===== config.mk =====
export PLATFORM = sky130hd
export DESIGN_NAME = ccd_top
export DESIGN_NICKNAME = d
export VERILOG_FILES = /design/src/ccd_pkg.sv /design/src/ccd_divider.sv /design/src/ccd_rtc.sv /design/src/ccd_top.sv
export VERILOG_INCLUDE_DIRS = /design/src
export SDC_FILE = /design/constraint.sdc
export NUM_CORES = 2
export LEC_CHECK = 0
export BUFFER_PORTS_ARGS = -buffer_cell sky130_fd_sc_hd__buf_4
export CAP_MARGIN = 20
export CELL_PAD_IN_SITES_DETAIL_PLACEMENT = 1
export CELL_PAD_IN_SITES_GLOBAL_PLACEMENT = 2
export CORE_ASPECT_RATIO = 0.6
export CORE_MARGIN = 8
export CORE_UTILIZATION = 43
export CTS_BUF_LIST = sky130_fd_sc_hd__clkbuf_8
export DETAILED_ROUTE_END_ITERATION = 12
export GPL_TIMING_DRIVEN = 0
export PLACE_DENSITY = 0.94
export SLEW_MARGIN = 15
export SYNTH_ARGS = -nofsm -noshare
export SYNTH_HDL_FRONTEND = slang
export SYNTH_SLANG_ARGS = --single-unit

===== constraint.sdc =====
create_clock -name CLK_SYS -period 36.1 [get_ports CLK_SYS]
set_clock_uncertainty 0.1 [all_clocks]
set_input_delay 7.22 -clock CLK_SYS [delete_from_list [all_inputs] [get_ports CLK_SYS]]
set_output_delay 7.22 -clock CLK_SYS [all_outputs]
set_load 0.05 [all_outputs]

===== src/ccd_defines.svh =====
// Purpose: Offsets, field positions, reset values and counts of the
//          clock source and divider block.
// Assumes: Word-aligned registers on a 32-bit bus.
// Notes:   Definitions only.
`ifndef CCD_DEFINES_SVH
`define CCD_DEFINES_SVH

`define CCD_ADR_CTRL   6'h00
`define CCD_ADR_BUS    6'h01
`define CCD_ADR_CPU    6'h02
`define CCD_ADR_STAT   6'h03
`define CCD_ADR_DIG0   6'h04
`define CCD_ADR_ANA0   6'h0c
`define CCD_ADR_END    6'h10

`define CCD_CTRL_RST   32'h0000_0003
`define CCD_CTRL_MASK  32'h0000_03ff
`define CCD_DIV_RST    32'h0000_0002
`define CCD_ANA_MASK   32'h0037_ffff
`define CCD_DIG_MASK   32'h0007_ffff
`define CCD_BUS_MASK   32'h0000_ffff
`define CCD_CPU_MASK   32'h0000_000f

`define CCD_CTRL_REGD  0
`define CCD_CTRL_REGA  1
`define CCD_CTRL_WLP   2
`define CCD_CTRL_UDBL  3
`define CCD_CTRL_USEL  4
`define CCD_CTRL_MSEL  6
`define CCD_CTRL_XEN   9

`define CCD_RTC_TICKS  32768
`define CCD_DIV_MIN    2

`endif


===== src/ccd_pkg.sv =====
// Purpose: Types shared by the clock source and divider block.
// Assumes: Nothing beyond the defines header.
// Notes:   Divider configuration travels as one packed word.
package ccd_pkg;

    typedef struct packed {
        logic [1:0]  skew;
        logic [2:0]  src;
        logic [15:0] div;
    } ccd_div_cfg_t;

    typedef enum logic [2:0] {
        CCD_SRC_IMO   = 3'b000,
        CCD_SRC_XTAL  = 3'b001,
        CCD_SRC_FAB   = 3'b010,
        CCD_SRC_PLL   = 3'b011,
        CCD_SRC_DBL   = 3'b100,
        CCD_SRC_LSO   = 3'b101,
        CCD_SRC_WATCH = 3'b110,
        CCD_SRC_OWN   = 3'b111
    } ccd_src_t;

    typedef enum logic {
        CCD_WB_IDLE = 1'b0,
        CCD_WB_ACK  = 1'b1
    } ccd_wb_st_t;

endpackage


===== src/ccd_divider.sv =====
// Purpose: One clock divider: source mux, counter, resync and skew.
// Assumes: Source ticks are one-cycle pulses on the master clock.
// Notes:   New settings load only while the counter rests at zero.
`timescale 1ns/1ps
`include "ccd_defines.svh"

module ccd_divider #(
    parameter int WIDTH  = 16,
    parameter int SKEW_W = 2
) (
    // Clock and reset
    input  wire logic                 clk,
    input  wire logic                 rst,
    // Sources and settings
    input  wire logic [7:0]           src_tick,
    input  ccd_pkg::ccd_div_cfg_t     cfg,
    // Divided clock
    output logic                      clk_o,
    output logic                      en_o
);
    import ccd_pkg::*;

    localparam int DEPTH = (1 << SKEW_W) - 1;

    ccd_div_cfg_t     live_r;
    logic [WIDTH-1:0] cnt_r;
    logic [WIDTH-1:0] cnt_nxt;
    logic [WIDTH-1:0] eff_m1;
    logic [DEPTH-1:0] sk_r;
    logic             out_r;
    logic             src_hit;
    logic             tap;

    // Ratios below two are clamped so no half phase can vanish
    assign eff_m1  = (live_r.div[WIDTH-1:0] < WIDTH'(`CCD_DIV_MIN)) ?
                     WIDTH'(`CCD_DIV_MIN - 1) :
                     live_r.div[WIDTH-1:0] - WIDTH'(1);
    assign src_hit = src_tick[live_r.src];
    assign cnt_nxt = (cnt_r == eff_m1) ? '0 : cnt_r + WIDTH'(1);
    assign tap     = (live_r.skew == '0) ? out_r :
                     sk_r[live_r.skew - SKEW_W'(1)];

    // Zero is the start of the low phase, so a ratio or source change never cuts a pulse
    always_ff @(posedge clk or posedge rst)
        if (rst)
            live_r <= ccd_div_cfg_t'(`CCD_DIV_RST);
        else if (cnt_r == '0)
            live_r <= cfg;

    always_ff @(posedge clk or posedge rst)
        if (rst)
            cnt_r <= '0;
        else if (src_hit)
            cnt_r <= cnt_nxt;

    // Low for the first half, high for the rest: about half duty
    always_ff @(posedge clk or posedge rst)
        if (rst)
            out_r <= 1'b0;
        else if (src_hit)
            out_r <= (cnt_nxt > (eff_m1 >> 1));

    // Registered on the master clock; the skew taps shift every master cycle
    always_ff @(posedge clk or posedge rst)
        if (rst)
        begin
            sk_r  <= '0;
            clk_o <= 1'b0;
            en_o  <= 1'b0;
        end
        else
        begin
            sk_r  <= {sk_r[DEPTH-2:0], out_r};
            clk_o <= tap;
            en_o  <= tap & ~clk_o;
        end

    chk_out_on_tick: assert property (@(posedge clk) disable iff (rst)
        $changed(out_r) |-> $past(src_hit))
        else $error("divider output moved without a source tick");

    chk_cfg_boundary: assert property (@(posedge clk) disable iff (rst)
        $changed(live_r) |-> ($past(cnt_r) == '0))
        else $error("divider settings changed mid cycle");

    chk_half_wrap: assert property (@(posedge clk) disable iff (rst)
        (src_hit && cnt_r == eff_m1) |=> (cnt_r == '0 && !out_r))
        else $error("divider cycle did not end low at zero");

    chk_cnt_bound: assert property (@(posedge clk) disable iff (rst)
        cnt_r <= eff_m1)
        else $error("divider count beyond its ratio");

    chk_skew_zero: assert property (@(posedge clk) disable iff (rst)
        (live_r.skew == '0) |=> (clk_o == $past(out_r)))
        else $error("unskewed output not one cycle behind");

endmodule


===== src/ccd_rtc.sv =====
// Purpose: One-second event and seconds count from the watch crystal.
// Assumes: tick is one pulse per watch crystal period.
// Notes:   Firmware keeps calendar time on top of sec_o.
`timescale 1ns/1ps

module ccd_rtc #(
    parameter int TICKS = 32768
) (
    // Clock and reset
    input  wire logic        clk,
    input  wire logic        rst,
    // Watch crystal tick
    input  wire logic        tick,
    // Second event and count
    output logic             sec_o,
    output logic [15:0]      secs_o
);
    localparam int CW = $clog2(TICKS);
    localparam logic [CW-1:0] LAST = CW'(TICKS - 1);

    logic [CW-1:0] cnt_r;

    always_ff @(posedge clk or posedge rst)
        if (rst)
            cnt_r <= '0;
        else if (tick)
            cnt_r <= (cnt_r == LAST) ? '0 : cnt_r + CW'(1);

    always_ff @(posedge clk or posedge rst)
        if (rst)
        begin
            sec_o  <= 1'b0;
            secs_o <= '0;
        end
        else
        begin
            sec_o <= tick && (cnt_r == LAST);
            if (tick && cnt_r == LAST)
                secs_o <= secs_o + 16'h0001;
        end

    chk_rtc_second: assert property (@(posedge clk) disable iff (rst)
        (tick && cnt_r == LAST) |=> (sec_o && cnt_r == '0))
        else $error("second event missing at watch wrap");

endmodule


===== src/ccd_top.sv =====
// Purpose: Clock source routing and divider tree with register access.
// Assumes: CLK_SYS is the master clock; source inputs are synchronous
//          levels; classic Wishbone slave with 32-bit data.
// Notes:   Divided clocks leave as levels plus one-cycle enables.
//
// Implementation choices: the Wishbone slave port and the register addresses.
`timescale 1ns/1ps
`include "ccd_defines.svh"

module ccd_top #(
    parameter int RTC_TICKS = `CCD_RTC_TICKS
) (
    // Master clock and reset
    input  wire logic              CLK_SYS,
    input  wire logic              SYS_RST,
    // Wishbone slave
    input  wire logic              WB_CYC_I,
    input  wire logic              WB_STB_I,
    input  wire logic              WB_WE_I,
    input  wire logic [3:0]        WB_SEL_I,
    input  wire logic [7:0]        WB_ADR_I,
    input  wire logic [31:0]       WB_DAT_I,
    output logic [31:0]            WB_DAT_O,
    output logic                   WB_ACK_O,
    // Clock sources
    input  wire logic              INT_MAIN_OSC,
    input  wire logic              FAST_CRYSTAL_OSC,
    input  wire logic              FABRIC_CLK,
    input  wire logic              PLL_CLK,
    input  wire logic              LOW_SPEED_OSC,
    input  wire logic              WATCH_CRYSTAL_OSC,
    input  wire logic [7:0]        FABRIC_DIV_CLK,
    input  wire logic              USB_FABRIC_CLK,
    // Divided clocks and the USB clock enable
    output logic [7:0]             DIG_CLK,
    output logic [7:0]             DIG_CLK_EN,
    output logic [3:0]             ANA_CLK,
    output logic [3:0]             ANA_CLK_EN,
    output logic                   BUS_CLK,
    output logic                   BUS_CLK_EN,
    output logic                   CPU_CLK,
    output logic                   CPU_CLK_EN,
    output logic                   USB_CLK_EN,
    // Timer clocks and events
    output logic                   SLEEP_TIMER_CLK,
    output logic                   RTC_SEC,
    // Oscillator and supply control
    output logic                   WATCH_LOW_POWER,
    output logic                   FAST_XTAL_EN,
    output logic [2:0]             MCLK_SEL,
    output logic                   REG_DIG_EN,
    output logic                   REG_ANA_EN
);
    import ccd_pkg::*;

    ccd_wb_st_t    st_r;
    ccd_wb_st_t    st_nxt;
    logic [5:0]    widx;
    logic [2:0]    dsel;
    logic          wr_go;
    logic [31:0]   rd_nxt;
    logic [31:0]   ctrl_r;
    logic [31:0]   bus_r;
    logic [31:0]   cpu_r;
    logic [31:0]   dig_r [8];
    logic [31:0]   ana_r [4];
    logic [15:0]   rtc_secs;
    logic [6:0]    src_lvl;
    logic [6:0]    src_prev_r;
    logic [6:0]    src_tick;
    logic          dbl_lvl;
    logic          dbl_prev_r;
    logic          dbl_tick;
    logic          usbf_prev_r;
    logic [7:0]    fab_prev_r;
    logic [7:0]    fab_tick;
    logic          rtc_pulse;

    // Byte-lane merge, then clear bits that do not exist
    function automatic logic [31:0] wr_merge(
        input logic [31:0] old,
        input logic [31:0] wd,
        input logic [3:0]  sel,
        input logic [31:0] msk
    );
        logic [31:0] r;
        r = old;
        for (int b = 0; b < 4; b++)
            if (sel[b])
                r[8*b +: 8] = wd[8*b +: 8];
        return r & msk;
    endfunction

    assign widx  = WB_ADR_I[7:2];
    assign dsel  = 3'(widx - `CCD_ADR_DIG0);
    assign wr_go = WB_CYC_I & WB_STB_I & WB_WE_I & (st_r == CCD_WB_ACK);

    // Bus handshake: answer one cycle after the request, for one cycle
    always_comb
    begin
        st_nxt = st_r;
        unique case (st_r)
            CCD_WB_IDLE:
                if (WB_CYC_I && WB_STB_I)
                    st_nxt = CCD_WB_ACK;
            CCD_WB_ACK:
                st_nxt = CCD_WB_IDLE;
        endcase
    end

    always_ff @(posedge CLK_SYS or posedge SYS_RST)
        if (SYS_RST)
            st_r <= CCD_WB_IDLE;
        else
            st_r <= st_nxt;

    assign WB_ACK_O = (st_r == CCD_WB_ACK);

    // Unmapped words read zero and swallow writes
    always_comb
    begin
        rd_nxt = 32'h0000_0000;
        if (widx == `CCD_ADR_CTRL)
            rd_nxt = ctrl_r;
        else if (widx == `CCD_ADR_BUS)
            rd_nxt = bus_r;
        else if (widx == `CCD_ADR_CPU)
            rd_nxt = cpu_r;
        else if (widx == `CCD_ADR_STAT)
            rd_nxt = {rtc_secs, 2'b00, CPU_CLK, BUS_CLK, ANA_CLK, DIG_CLK};
        else if (widx >= `CCD_ADR_DIG0 && widx < `CCD_ADR_ANA0)
            rd_nxt = dig_r[dsel];
        else if (widx >= `CCD_ADR_ANA0 && widx < `CCD_ADR_END)
            rd_nxt = ana_r[widx[1:0]];
    end

    always_ff @(posedge CLK_SYS or posedge SYS_RST)
        if (SYS_RST)
            WB_DAT_O <= 32'h0000_0000;
        else if (st_r == CCD_WB_IDLE && WB_CYC_I && WB_STB_I)
            WB_DAT_O <= rd_nxt;

    // Control word; regulators default on after reset
    always_ff @(posedge CLK_SYS or posedge SYS_RST)
        if (SYS_RST)
            ctrl_r <= `CCD_CTRL_RST;
        else if (wr_go && widx == `CCD_ADR_CTRL)
            ctrl_r <= wr_merge(ctrl_r, WB_DAT_I, WB_SEL_I, `CCD_CTRL_MASK);

    always_ff @(posedge CLK_SYS or posedge SYS_RST)
        if (SYS_RST)
        begin
            bus_r <= `CCD_DIV_RST;
            cpu_r <= `CCD_DIV_RST;
        end
        else if (wr_go && widx == `CCD_ADR_BUS)
            bus_r <= wr_merge(bus_r, WB_DAT_I, WB_SEL_I, `CCD_BUS_MASK);
        else if (wr_go && widx == `CCD_ADR_CPU)
            cpu_r <= wr_merge(cpu_r, WB_DAT_I, WB_SEL_I, `CCD_CPU_MASK);

    // Digital dividers carry no skew field, so it always reads zero
    always_ff @(posedge CLK_SYS or posedge SYS_RST)
        if (SYS_RST)
        begin
            for (int i = 0; i < 8; i++)
                dig_r[i] <= `CCD_DIV_RST;
            for (int i = 0; i < 4; i++)
                ana_r[i] <= `CCD_DIV_RST;
        end
        else if (wr_go && widx >= `CCD_ADR_DIG0 && widx < `CCD_ADR_ANA0)
            dig_r[dsel] <= wr_merge(dig_r[dsel], WB_DAT_I, WB_SEL_I,
                                    `CCD_DIG_MASK);
        else if (wr_go && widx >= `CCD_ADR_ANA0 && widx < `CCD_ADR_END)
            ana_r[widx[1:0]] <= wr_merge(ana_r[widx[1:0]], WB_DAT_I,
                                         WB_SEL_I, `CCD_ANA_MASK);

    assign REG_DIG_EN      = ctrl_r[`CCD_CTRL_REGD];
    assign REG_ANA_EN      = ctrl_r[`CCD_CTRL_REGA];
    assign WATCH_LOW_POWER = ctrl_r[`CCD_CTRL_WLP];
    assign FAST_XTAL_EN    = ctrl_r[`CCD_CTRL_XEN];
    // The chip's master mux picks the source set in the control word; this block runs on it
    assign MCLK_SEL        = ctrl_r[`CCD_CTRL_MSEL +: 3];

    // The seven general sources, in mux order
    assign src_lvl[CCD_SRC_IMO]   = INT_MAIN_OSC;
    assign src_lvl[CCD_SRC_XTAL]  = FAST_CRYSTAL_OSC;
    assign src_lvl[CCD_SRC_FAB]   = FABRIC_CLK;
    assign src_lvl[CCD_SRC_PLL]   = PLL_CLK;
    assign src_lvl[CCD_SRC_DBL]   = USB_CLK_EN;
    assign src_lvl[CCD_SRC_LSO]   = LOW_SPEED_OSC;
    assign src_lvl[CCD_SRC_WATCH] = WATCH_CRYSTAL_OSC;

    // Rising edges seen on the master clock become one-cycle ticks
    always_ff @(posedge CLK_SYS or posedge SYS_RST)
        if (SYS_RST)
        begin
            src_prev_r  <= '0;
            fab_prev_r  <= '0;
            usbf_prev_r <= 1'b0;
            dbl_prev_r  <= 1'b0;
        end
        else
        begin
            src_prev_r  <= src_lvl;
            fab_prev_r  <= FABRIC_DIV_CLK;
            usbf_prev_r <= USB_FABRIC_CLK;
            dbl_prev_r  <= dbl_lvl;
        end

    assign src_tick = src_lvl & ~src_prev_r;
    assign fab_tick = FABRIC_DIV_CLK & ~fab_prev_r;

    // The doubler counts both edges of the chosen 24 MHz source
    always_comb
    begin
        unique case (ctrl_r[`CCD_CTRL_USEL +: 2])
            2'h0:    dbl_lvl = INT_MAIN_OSC;
            2'h1:    dbl_lvl = FAST_CRYSTAL_OSC;
            2'h2:    dbl_lvl = FABRIC_CLK;
            default: dbl_lvl = 1'b0;
        endcase
    end

    assign dbl_tick = dbl_lvl ^ dbl_prev_r;

    // Only the enable leaves here; the USB data path has its own clock
    always_ff @(posedge CLK_SYS or posedge SYS_RST)
        if (SYS_RST)
            USB_CLK_EN <= 1'b0;
        else if (ctrl_r[`CCD_CTRL_UDBL])
            USB_CLK_EN <= dbl_tick;
        else
            USB_CLK_EN <= USB_FABRIC_CLK & ~usbf_prev_r;

    // Direct route, so duty follows the crystal, not a divider
    always_ff @(posedge CLK_SYS or posedge SYS_RST)
        if (SYS_RST)
            SLEEP_TIMER_CLK <= 1'b0;
        else
            SLEEP_TIMER_CLK <= WATCH_CRYSTAL_OSC;

    ccd_rtc #(
        .TICKS (RTC_TICKS)
    ) u_rtc (
        .clk    (CLK_SYS),
        .rst    (SYS_RST),
        .tick   (src_tick[CCD_SRC_WATCH]),
        .sec_o  (rtc_pulse),
        .secs_o (rtc_secs)
    );

    assign RTC_SEC = rtc_pulse;

    // Digital dividers: own fabric clock in slot seven
    genvar gi;
    generate
        for (gi = 0; gi < 8; gi++)
        begin : g_dig
            ccd_divider #(
                .WIDTH  (16),
                .SKEW_W (2)
            ) u_div (
                .clk      (CLK_SYS),
                .rst      (SYS_RST),
                .src_tick ({fab_tick[gi], src_tick}),
                .cfg      (ccd_div_cfg_t'(dig_r[gi][20:0])),
                .clk_o    (DIG_CLK[gi]),
                .en_o     (DIG_CLK_EN[gi])
            );
        end
        for (gi = 0; gi < 4; gi++)
        begin : g_ana
            ccd_divider #(
                .WIDTH  (16),
                .SKEW_W (2)
            ) u_div (
                .clk      (CLK_SYS),
                .rst      (SYS_RST),
                .src_tick ({1'b0, src_tick}),
                .cfg      (ccd_div_cfg_t'({ana_r[gi][21:20],
                                           ana_r[gi][18:0]})),
                .clk_o    (ANA_CLK[gi]),
                .en_o     (ANA_CLK_EN[gi])
            );
        end
    endgenerate

    // Bus divider counts every master clock cycle
    ccd_divider #(
        .WIDTH  (16),
        .SKEW_W (2)
    ) u_bus (
        .clk      (CLK_SYS),
        .rst      (SYS_RST),
        .src_tick (8'hff),
        .cfg      (ccd_div_cfg_t'(bus_r[20:0])),
        .clk_o    (BUS_CLK),
        .en_o     (BUS_CLK_EN)
    );

    ccd_divider #(
        .WIDTH  (4),
        .SKEW_W (2)
    ) u_cpu (
        .clk      (CLK_SYS),
        .rst      (SYS_RST),
        .src_tick ({8{BUS_CLK_EN}}),
        .cfg      (ccd_div_cfg_t'(cpu_r[20:0])),
        .clk_o    (CPU_CLK),
        .en_o     (CPU_CLK_EN)
    );

    chk_wb_answer: assert property (@(posedge CLK_SYS) disable iff (SYS_RST)
        (WB_CYC_I && WB_STB_I && !WB_ACK_O) |=> WB_ACK_O ##1 !WB_ACK_O)
        else $error("bus answer not one cycle after request");

    chk_cpu_from_bus: assert property (@(posedge CLK_SYS) disable iff (SYS_RST)
        $rose(CPU_CLK) |-> $past(BUS_CLK_EN, 2))
        else $error("cpu clock rose without a bus clock tick");

    chk_usb_double: assert property (@(posedge CLK_SYS) disable iff (SYS_RST)
        (ctrl_r[`CCD_CTRL_UDBL] && dbl_tick) |=> USB_CLK_EN)
        else $error("doubled usb tick missing");

endmodule


# [After elaboration in Yosys (flattened, before gate mapping)]
# Cells that the tools add are included.
# W data, S select, Z words.
[word_totals] ff_bits=1060 input_bits=64
[op_classes] add_sub_neg=43 order_cmp=60 eq_ne=20 muxes=126 n_bitwise=43 n_reduce_logical=49
[op_table] cell="$mux W16" n=26
[op_table] cell="$mux W32" n=12
[op_table] cell="$bwmux W256" n=1
[op_table] cell="$add A16 B1 Y16 const B" n=14
[op_table] cell="$eq A16 B16 Y1" n=13
[op_table] cell="$gt A16 B15 Y1" n=13
[op_table] cell="$logic_not A16 Y1" n=13
[op_table] cell="$lt A16 B2 Y1 const B" n=13
[op_table] cell="$sub A16 B1 Y16 const B" n=13
[op_table] cell="$bwmux W128" n=1
[op_table] cell="$bmux W32 S3" n=1
[op_table] cell="$demux W32 S3" n=1
[op_table] cell="$mux W8" n=10
[op_table] cell="$bmux W32 S2" n=1
[op_table] cell="$demux W32 S2" n=1
[op_table] cell="$lt A3 B4 Y1 const B" n=12
[op_table] cell="$mux W1" n=38
[op_table] cell="$bmux W1 S3" n=12
[op_table] cell="$lt A2 B3 Y1 const B" n=12
[op_table] cell="$logic_not A2 Y1" n=13
[op_table] cell="$bmux W1 S2" n=12
[op_table] cell="$sub A2 B1 Y2 const B" n=12
[op_table] cell="$and A1 B1 Y1" n=18
[op_table] cell="$mux W6" n=3
[op_table] cell="38 further kinds" n=76

# [Longest topological paths before layout]
[depth] ltp_word=10 depth_mapped=23

# [Cells and area by module]
# A second synthesis with hierarchy kept.
[unflattened] hier_cells=6588 area_unflattened_um2=61856.8
[by_module_without_submodules] module="ccd_divider at g_ana[0].u_div ..." n_inst=13 cells_each=389 area_each_um2=3470.8 seq_area_each_um2=1077.3
[by_module_without_submodules] module="ccd_top" n_inst=1 cells_each=1305 area_each_um2=14198.6 seq_area_each_um2=7952.6
[by_module_without_submodules] module="ccd_rtc" n_inst=1 cells_each=131 area_each_um2=1476.4 seq_area_each_um2=800.8
[by_module_without_submodules] module="ccd_divider at u_cpu" n_inst=1 cells_each=95 area_each_um2=1061.0 seq_area_each_um2=476.7

# [Worst setup path before layout]
# Ideal clock, no wire load.
[synth_path] path_kind="input -> register" startpoint="input port WB_ADR_I[2]" endpoint="register dig_r[64] in the netlist's numbering" arrival_time_ns=9.862 required_ns=35.875 slack_ns=26.013 cell_stages=7 n_path_buf=4 path_cell_list="clkbuf_1 > clkbuf_1 > buf_1 > nand2b_1 > nor2_1 > clkbuf_1 > mux2_2"
[synth_between] elab_chain_len=8 elab_cells_between_ends=17 cone_classes="add/sub (1); order compare (4); mux (8); bitwise (1); reduce/logical (3)"
[synth_lines] element="start, declared" line_no="ccd_top.sv:21" text="input wire logic [7:0] WB_ADR_I,"
[synth_lines] element="$sub A3 B3 Y3 (no source line)"
[synth_lines] element="$not A3 Y4" line_no="ccd_top.sv:171" text="dig_r[dsel] <= wr_merge(dig_r[dsel], WB_DAT_I, WB_SEL_I,"
[synth_lines] element="$bmux W32 S3" line_no="ccd_top.sv:171"
[synth_lines] element="$mux W32 (implied by the code) (2 in series)" line_no="ccd_top.sv:171"
[synth_lines] element="$mux W8" line_no="ccd_top.sv:89" text="if (sel[b])"
[synth_lines] element="$mux W8" line_no="ccd_top.sv:170" text="else if (wr_go && widx >= `CCD_ADR_DIG0 && widx < `CCD_ADR_ANA0)"
[synth_lines] element="$bwmux W256" line_no="ccd_top.sv:171"
[synth_lines] element="end signal, assigned by index" line_no="ccd_top.sv:166" text="dig_r[i] <= `CCD_DIV_RST;"
[synth_lines] element="end signal, assigned by index" line_no="ccd_top.sv:171"
[synth_lines] element="end, declared" line_no="ccd_top.sv:65" text="logic [31:0] dig_r [8];"
# Several ways; a longest one is shown, not always the timed one. The select of a mux whose other input is x is not followed.
# A chain may end at the register's enable or synchronous reset.

# [Worst setup path after layout]
[layout_path] startpoint="input port WB_ADR_I[2]" endpoint="register dig_r[134] in the netlist's numbering"
# Same word-level chain as after synthesis.

==> results_dict.tcl <==
set metrics [dict create \
    route.detailed.wl_per_inst_um 26.3 \
    layout_min_cycle_time_ns 10.70 \
    drtIter0Drc 5567 \
    min_path_type "reg2reg" \
    p_comb_frac 0.263 \
    ir_drop_v 0.0000421 \
    clock_sink_count 871 \
    tns_ns 0 \
    drv_cap 0 \
    finalCritPeriodShare 0.296 \
    syn_nets 6058 \
    ys_ff_latch 871 \
    seq_area_frac_synth 0.393 \
    hold_violations 0 \
    syn_to_final_growth_pct 11.4 \
    fmax_ghz 0.0935 \
    cts_buffers 140 \
    grt_max_degree 114 \
    rsz0062_at_grt "no" \
    wl_mm 207 \
    setup_viol 0 \
    slew_headroom 0.212 \
    route.met2.wl_mm 80.0 \
    slowest_delay_ns 0.96 \
    crit_fanout 10 \
    slowest_stage "nor2_1" \
    final_common_cell "dfrtp_1" \
    p_per_area_nw_per_um2 45.0 \
    synth_flop_cell "dfrtp_1" \
    initial_core_util 0.432 \
    htree_num_levels 4 \
    synth_top_area_cell "dfrtp_1" \
    fin_util 0.481 \
    post_cts.resized_instances 0 \
    path_buf_inv 4 \
    highest_layer "met5" \
    tightest_slew_ns 1.15 \
    die_w_um 480 \
    drc_errors 0 \
    place_worst_setup_slack_ns 24.64 \
    crit_family "buffers and inverters" \
    cts-root-buf "clkbuf_8" \
    grt_pass1_vias 49500 \
    swShare 0.349 \
    dp.final_hpwl_mm 159 \
    drive_gt1_frac 0.187 \
    startpoint_type "input pin" \
    grt_overflow_total 0 \
    end_kind "flop" \
    crit_type "in2reg" \
    synthesis.area_um2 55500 \
    p_leak_nw 28.2 \
    p_clk_frac 0.342 \
    cp.required_ns 36.74 \
    io_buffer_count 114 \
    clockBufferDepth 3 \
    via_per_inst 6.27 \
    total_power_mw 2.78 \
    post-cts-setup-buffers 0 \
    insertion_delay_ns 0.89 \
    ys_warn_count 0 \
    most-common-layout-cells "dfrtp_1 (841), nor2_1 (510), mux2_2 (494), nand2_1 (406), a21oi_1 (307)" \
    row_count 102 \
    syn_avg_cell_area_um2 9.65 \
    cp_common_cell "clkbuf_1" \
    seqPwrFrac 0.395 \
    netlist_top_cells_area "dfrtp_1 (38%), mux2_2 (10%), ha_1 (5.5%)" \
    synth_top_area_frac 0.379 \
    clk_pin_slew_ns 0.07 \
    n_fill_cell 14500 \
    synth.distinct_cells 94 \
    final_nets 6329 \
    grt_pass1_wl_mm 315 \
    core_area_um2 129000 \
    cts_tree "yes" \
    final_antenna_net_count 0 \
    status "finished clean" \
    final_max_slew_viol_count 0 \
    pin_count 135 \
    crit_arrival_ns 11.34 \
    cell_internal_pwr_mw 1.81 \
    grt_usage 0.286 \
    crit_chain "clkbuf_1 > clkbuf_1 > buf_1 > nand2_1 > nor2_1 > buf_2 > mux2_2" \
    async_reset_ff_frac 1.00 \
    synth_edf_count 0 \
    die_h_um 294 \
    cts_hold_buf 0 \
    p_sw_uw 972 \
    antenna_found_initial 16 \
    finalWorstSetupSlack_ns 25.40 \
    wl_met3_mm 21.6 \
    first_pass_iters 8 \
    drt-met1-wl_mm 97.5 \
    vias 49300 \
    gp_congestion 0.983 \
    synth_cells 5748 \
    dieArea_um2 141000 \
]
[cell families (layout without fill, tap and decap cells)]
| logic type | Yosys count | after routing | share of synthesized area |
|---|---|---|---|
| AO/OA/AOI/OAI | 1097 | 1097 | 0.127 |
| flip-flops | 871 | 871 | 0.393 |
| adder cells (fa/ha/maj) | 246 | 246 | 0.0555 |
| other | 0 | 8 | 0 |
| AND/OR/NAND/NOR | 2033 | 2033 | 0.188 |
| XOR/XNOR | 384 | 384 | 0.0617 |
| multiplexers | 610 | 610 | 0.137 |
| buffers and inverters | 507 | 892 | 0.0375 |
[worst register-to-register path, stage by stage (launching register included)]
cell	delay [ns]
dfrtp_1	0.46
inv_1	0.14
ha_1	0.23
nor3b_1	0.65
nand4_1	0.43
nor3_1	0.37
xor2_1	0.24
o2111ai_1	0.17
or4_1	0.56
nor3_2	0.35
buf_2	0.31
buf_2	0.28
nor2_1	0.09
ha_1	0.33
nand4_1	0.25
nor2_1	0.09
a2111oi_0	0.76
a21oi_1	0.17
o21a_1	0.21
o21ai_0	0.20
a31oi_1	0.11
[cell usage after synthesis (55+ instances only)]
cell      instances
o21ai_0         307
dfrtp_1         841
inv_1           135
a22o_1           72
xnor2_1         224
nor4_1          105
nand4_1         104
nand2_1         406
clkbuf_1        271
a21o_1           75
xor2_1          155
ha_1            246
nand3_1         163
mux2_2          494
and3_1           95
or3_1            55
nor3_1          127
or2_2            95
mux4_2           71
nor2b_1         116
nor2_1          511
a21oi_1         308
nand2b_1         72
[power groups by stage]
stage          logic [mW]  clock network (mW)  registers [mW]
5_1_grt             0.813                1.00            1.11
3_5_place_dp        0.715                   0            1.11
4_1_cts             0.722               0.963            1.10
3_3_place_gp        0.674                   0            1.11
6_report            0.733               0.951            1.10
2_1_floorplan       0.510                   0            1.10
[sequential cells by signal, indices dropped and copies added, names as in the netlist, 6 cells and up]
name	cells
WB_DAT_O	32
ana_r	84
bus_r	16
ctrl_r	10
dig_r	152
fab_prev_r	8
g_ana.u_div.cnt_r	64
g_ana.u_div.live_r	84
g_ana.u_div.sk_r	12
g_dig.u_div.cnt_r	128
g_dig.u_div.en_o	8
g_dig.u_div.live_r	152
g_dig.u_div.out_r	8
g_dig.u_div.sk_r	8
src_prev_r	6
u_bus.cnt_r	16
u_bus.live_r	16
u_rtc.cnt_r	15
u_rtc.secs_o	16
[metrics by stage]
step                instances  hold slack [ns]  instance area (um^2)
floorplan                5748            0.247                 55500
global placement         7578            0.260                 58500
detailed placement       7588            0.262                 58800
CTS                      7844            0.277                 61700
global route             7854            0.283                 61800
finish                   7857            0.275                 61800
[worst paths after layout]
| kind | start | to | slack [ns] | cells past startpoint |
|---|---|---|---|---|
| hold / removal | g_ana[0].u_div.sk_r[0]$_DFF_PP0_ | g_ana[0].u_div.sk_r[1]$_DFF_PP0_ | 0.28 | 0 |
| setup / recovery | WB_ADR_I[2] | dig_r[134]$_DFFE_PP0P_ | 25.40 | 7 |
| hold reg to reg | g_ana[0].u_div.sk_r[0]$_DFF_PP0_ | g_ana[0].u_div.sk_r[1]$_DFF_PP0_ | 0.28 | 0 |
| setup reg to reg | g_dig[7].u_div.live_r[0]$_DFFE_PP0N_ | g_dig[7].u_div.out_r$_DFFE_PP0P_ | 29.47 | 20 |
| min in group asynchronous | SYS_RST | g_ana[3].u_div.live_r[7]$_DFFE_PP0N_ | 6.30 | 2 |
| max in group asynchronous | SYS_RST | g_dig[1].u_div.cnt_r[10]$_DFFE_PP0P_ | 27.66 | 5 |
[layer usage]
layer / vias up / global-route usage
met3: 405 / 0.0841
met2: 2299 / 0.378
met1: 25200 / 0.437
met4: 2 / 0.0985
li1: 21400 / -
met5: - / 0
[layout make-up]
class                   instances  area (um^2)  share of cell area
plain buffers                 372         1580              0.0255
flip-flops and latches        871        21800               0.353
clock inverters                82          597             0.00965
clock buffers                 174         2390              0.0387
well taps                    1716         2150              0.0347
inverters                     135          514             0.00832
diodes                          8         20.0            0.000324
repair buffers                129         1130              0.0184
multi-input cells            4370        31600               0.511
Power figures use the tool's default switching activity.
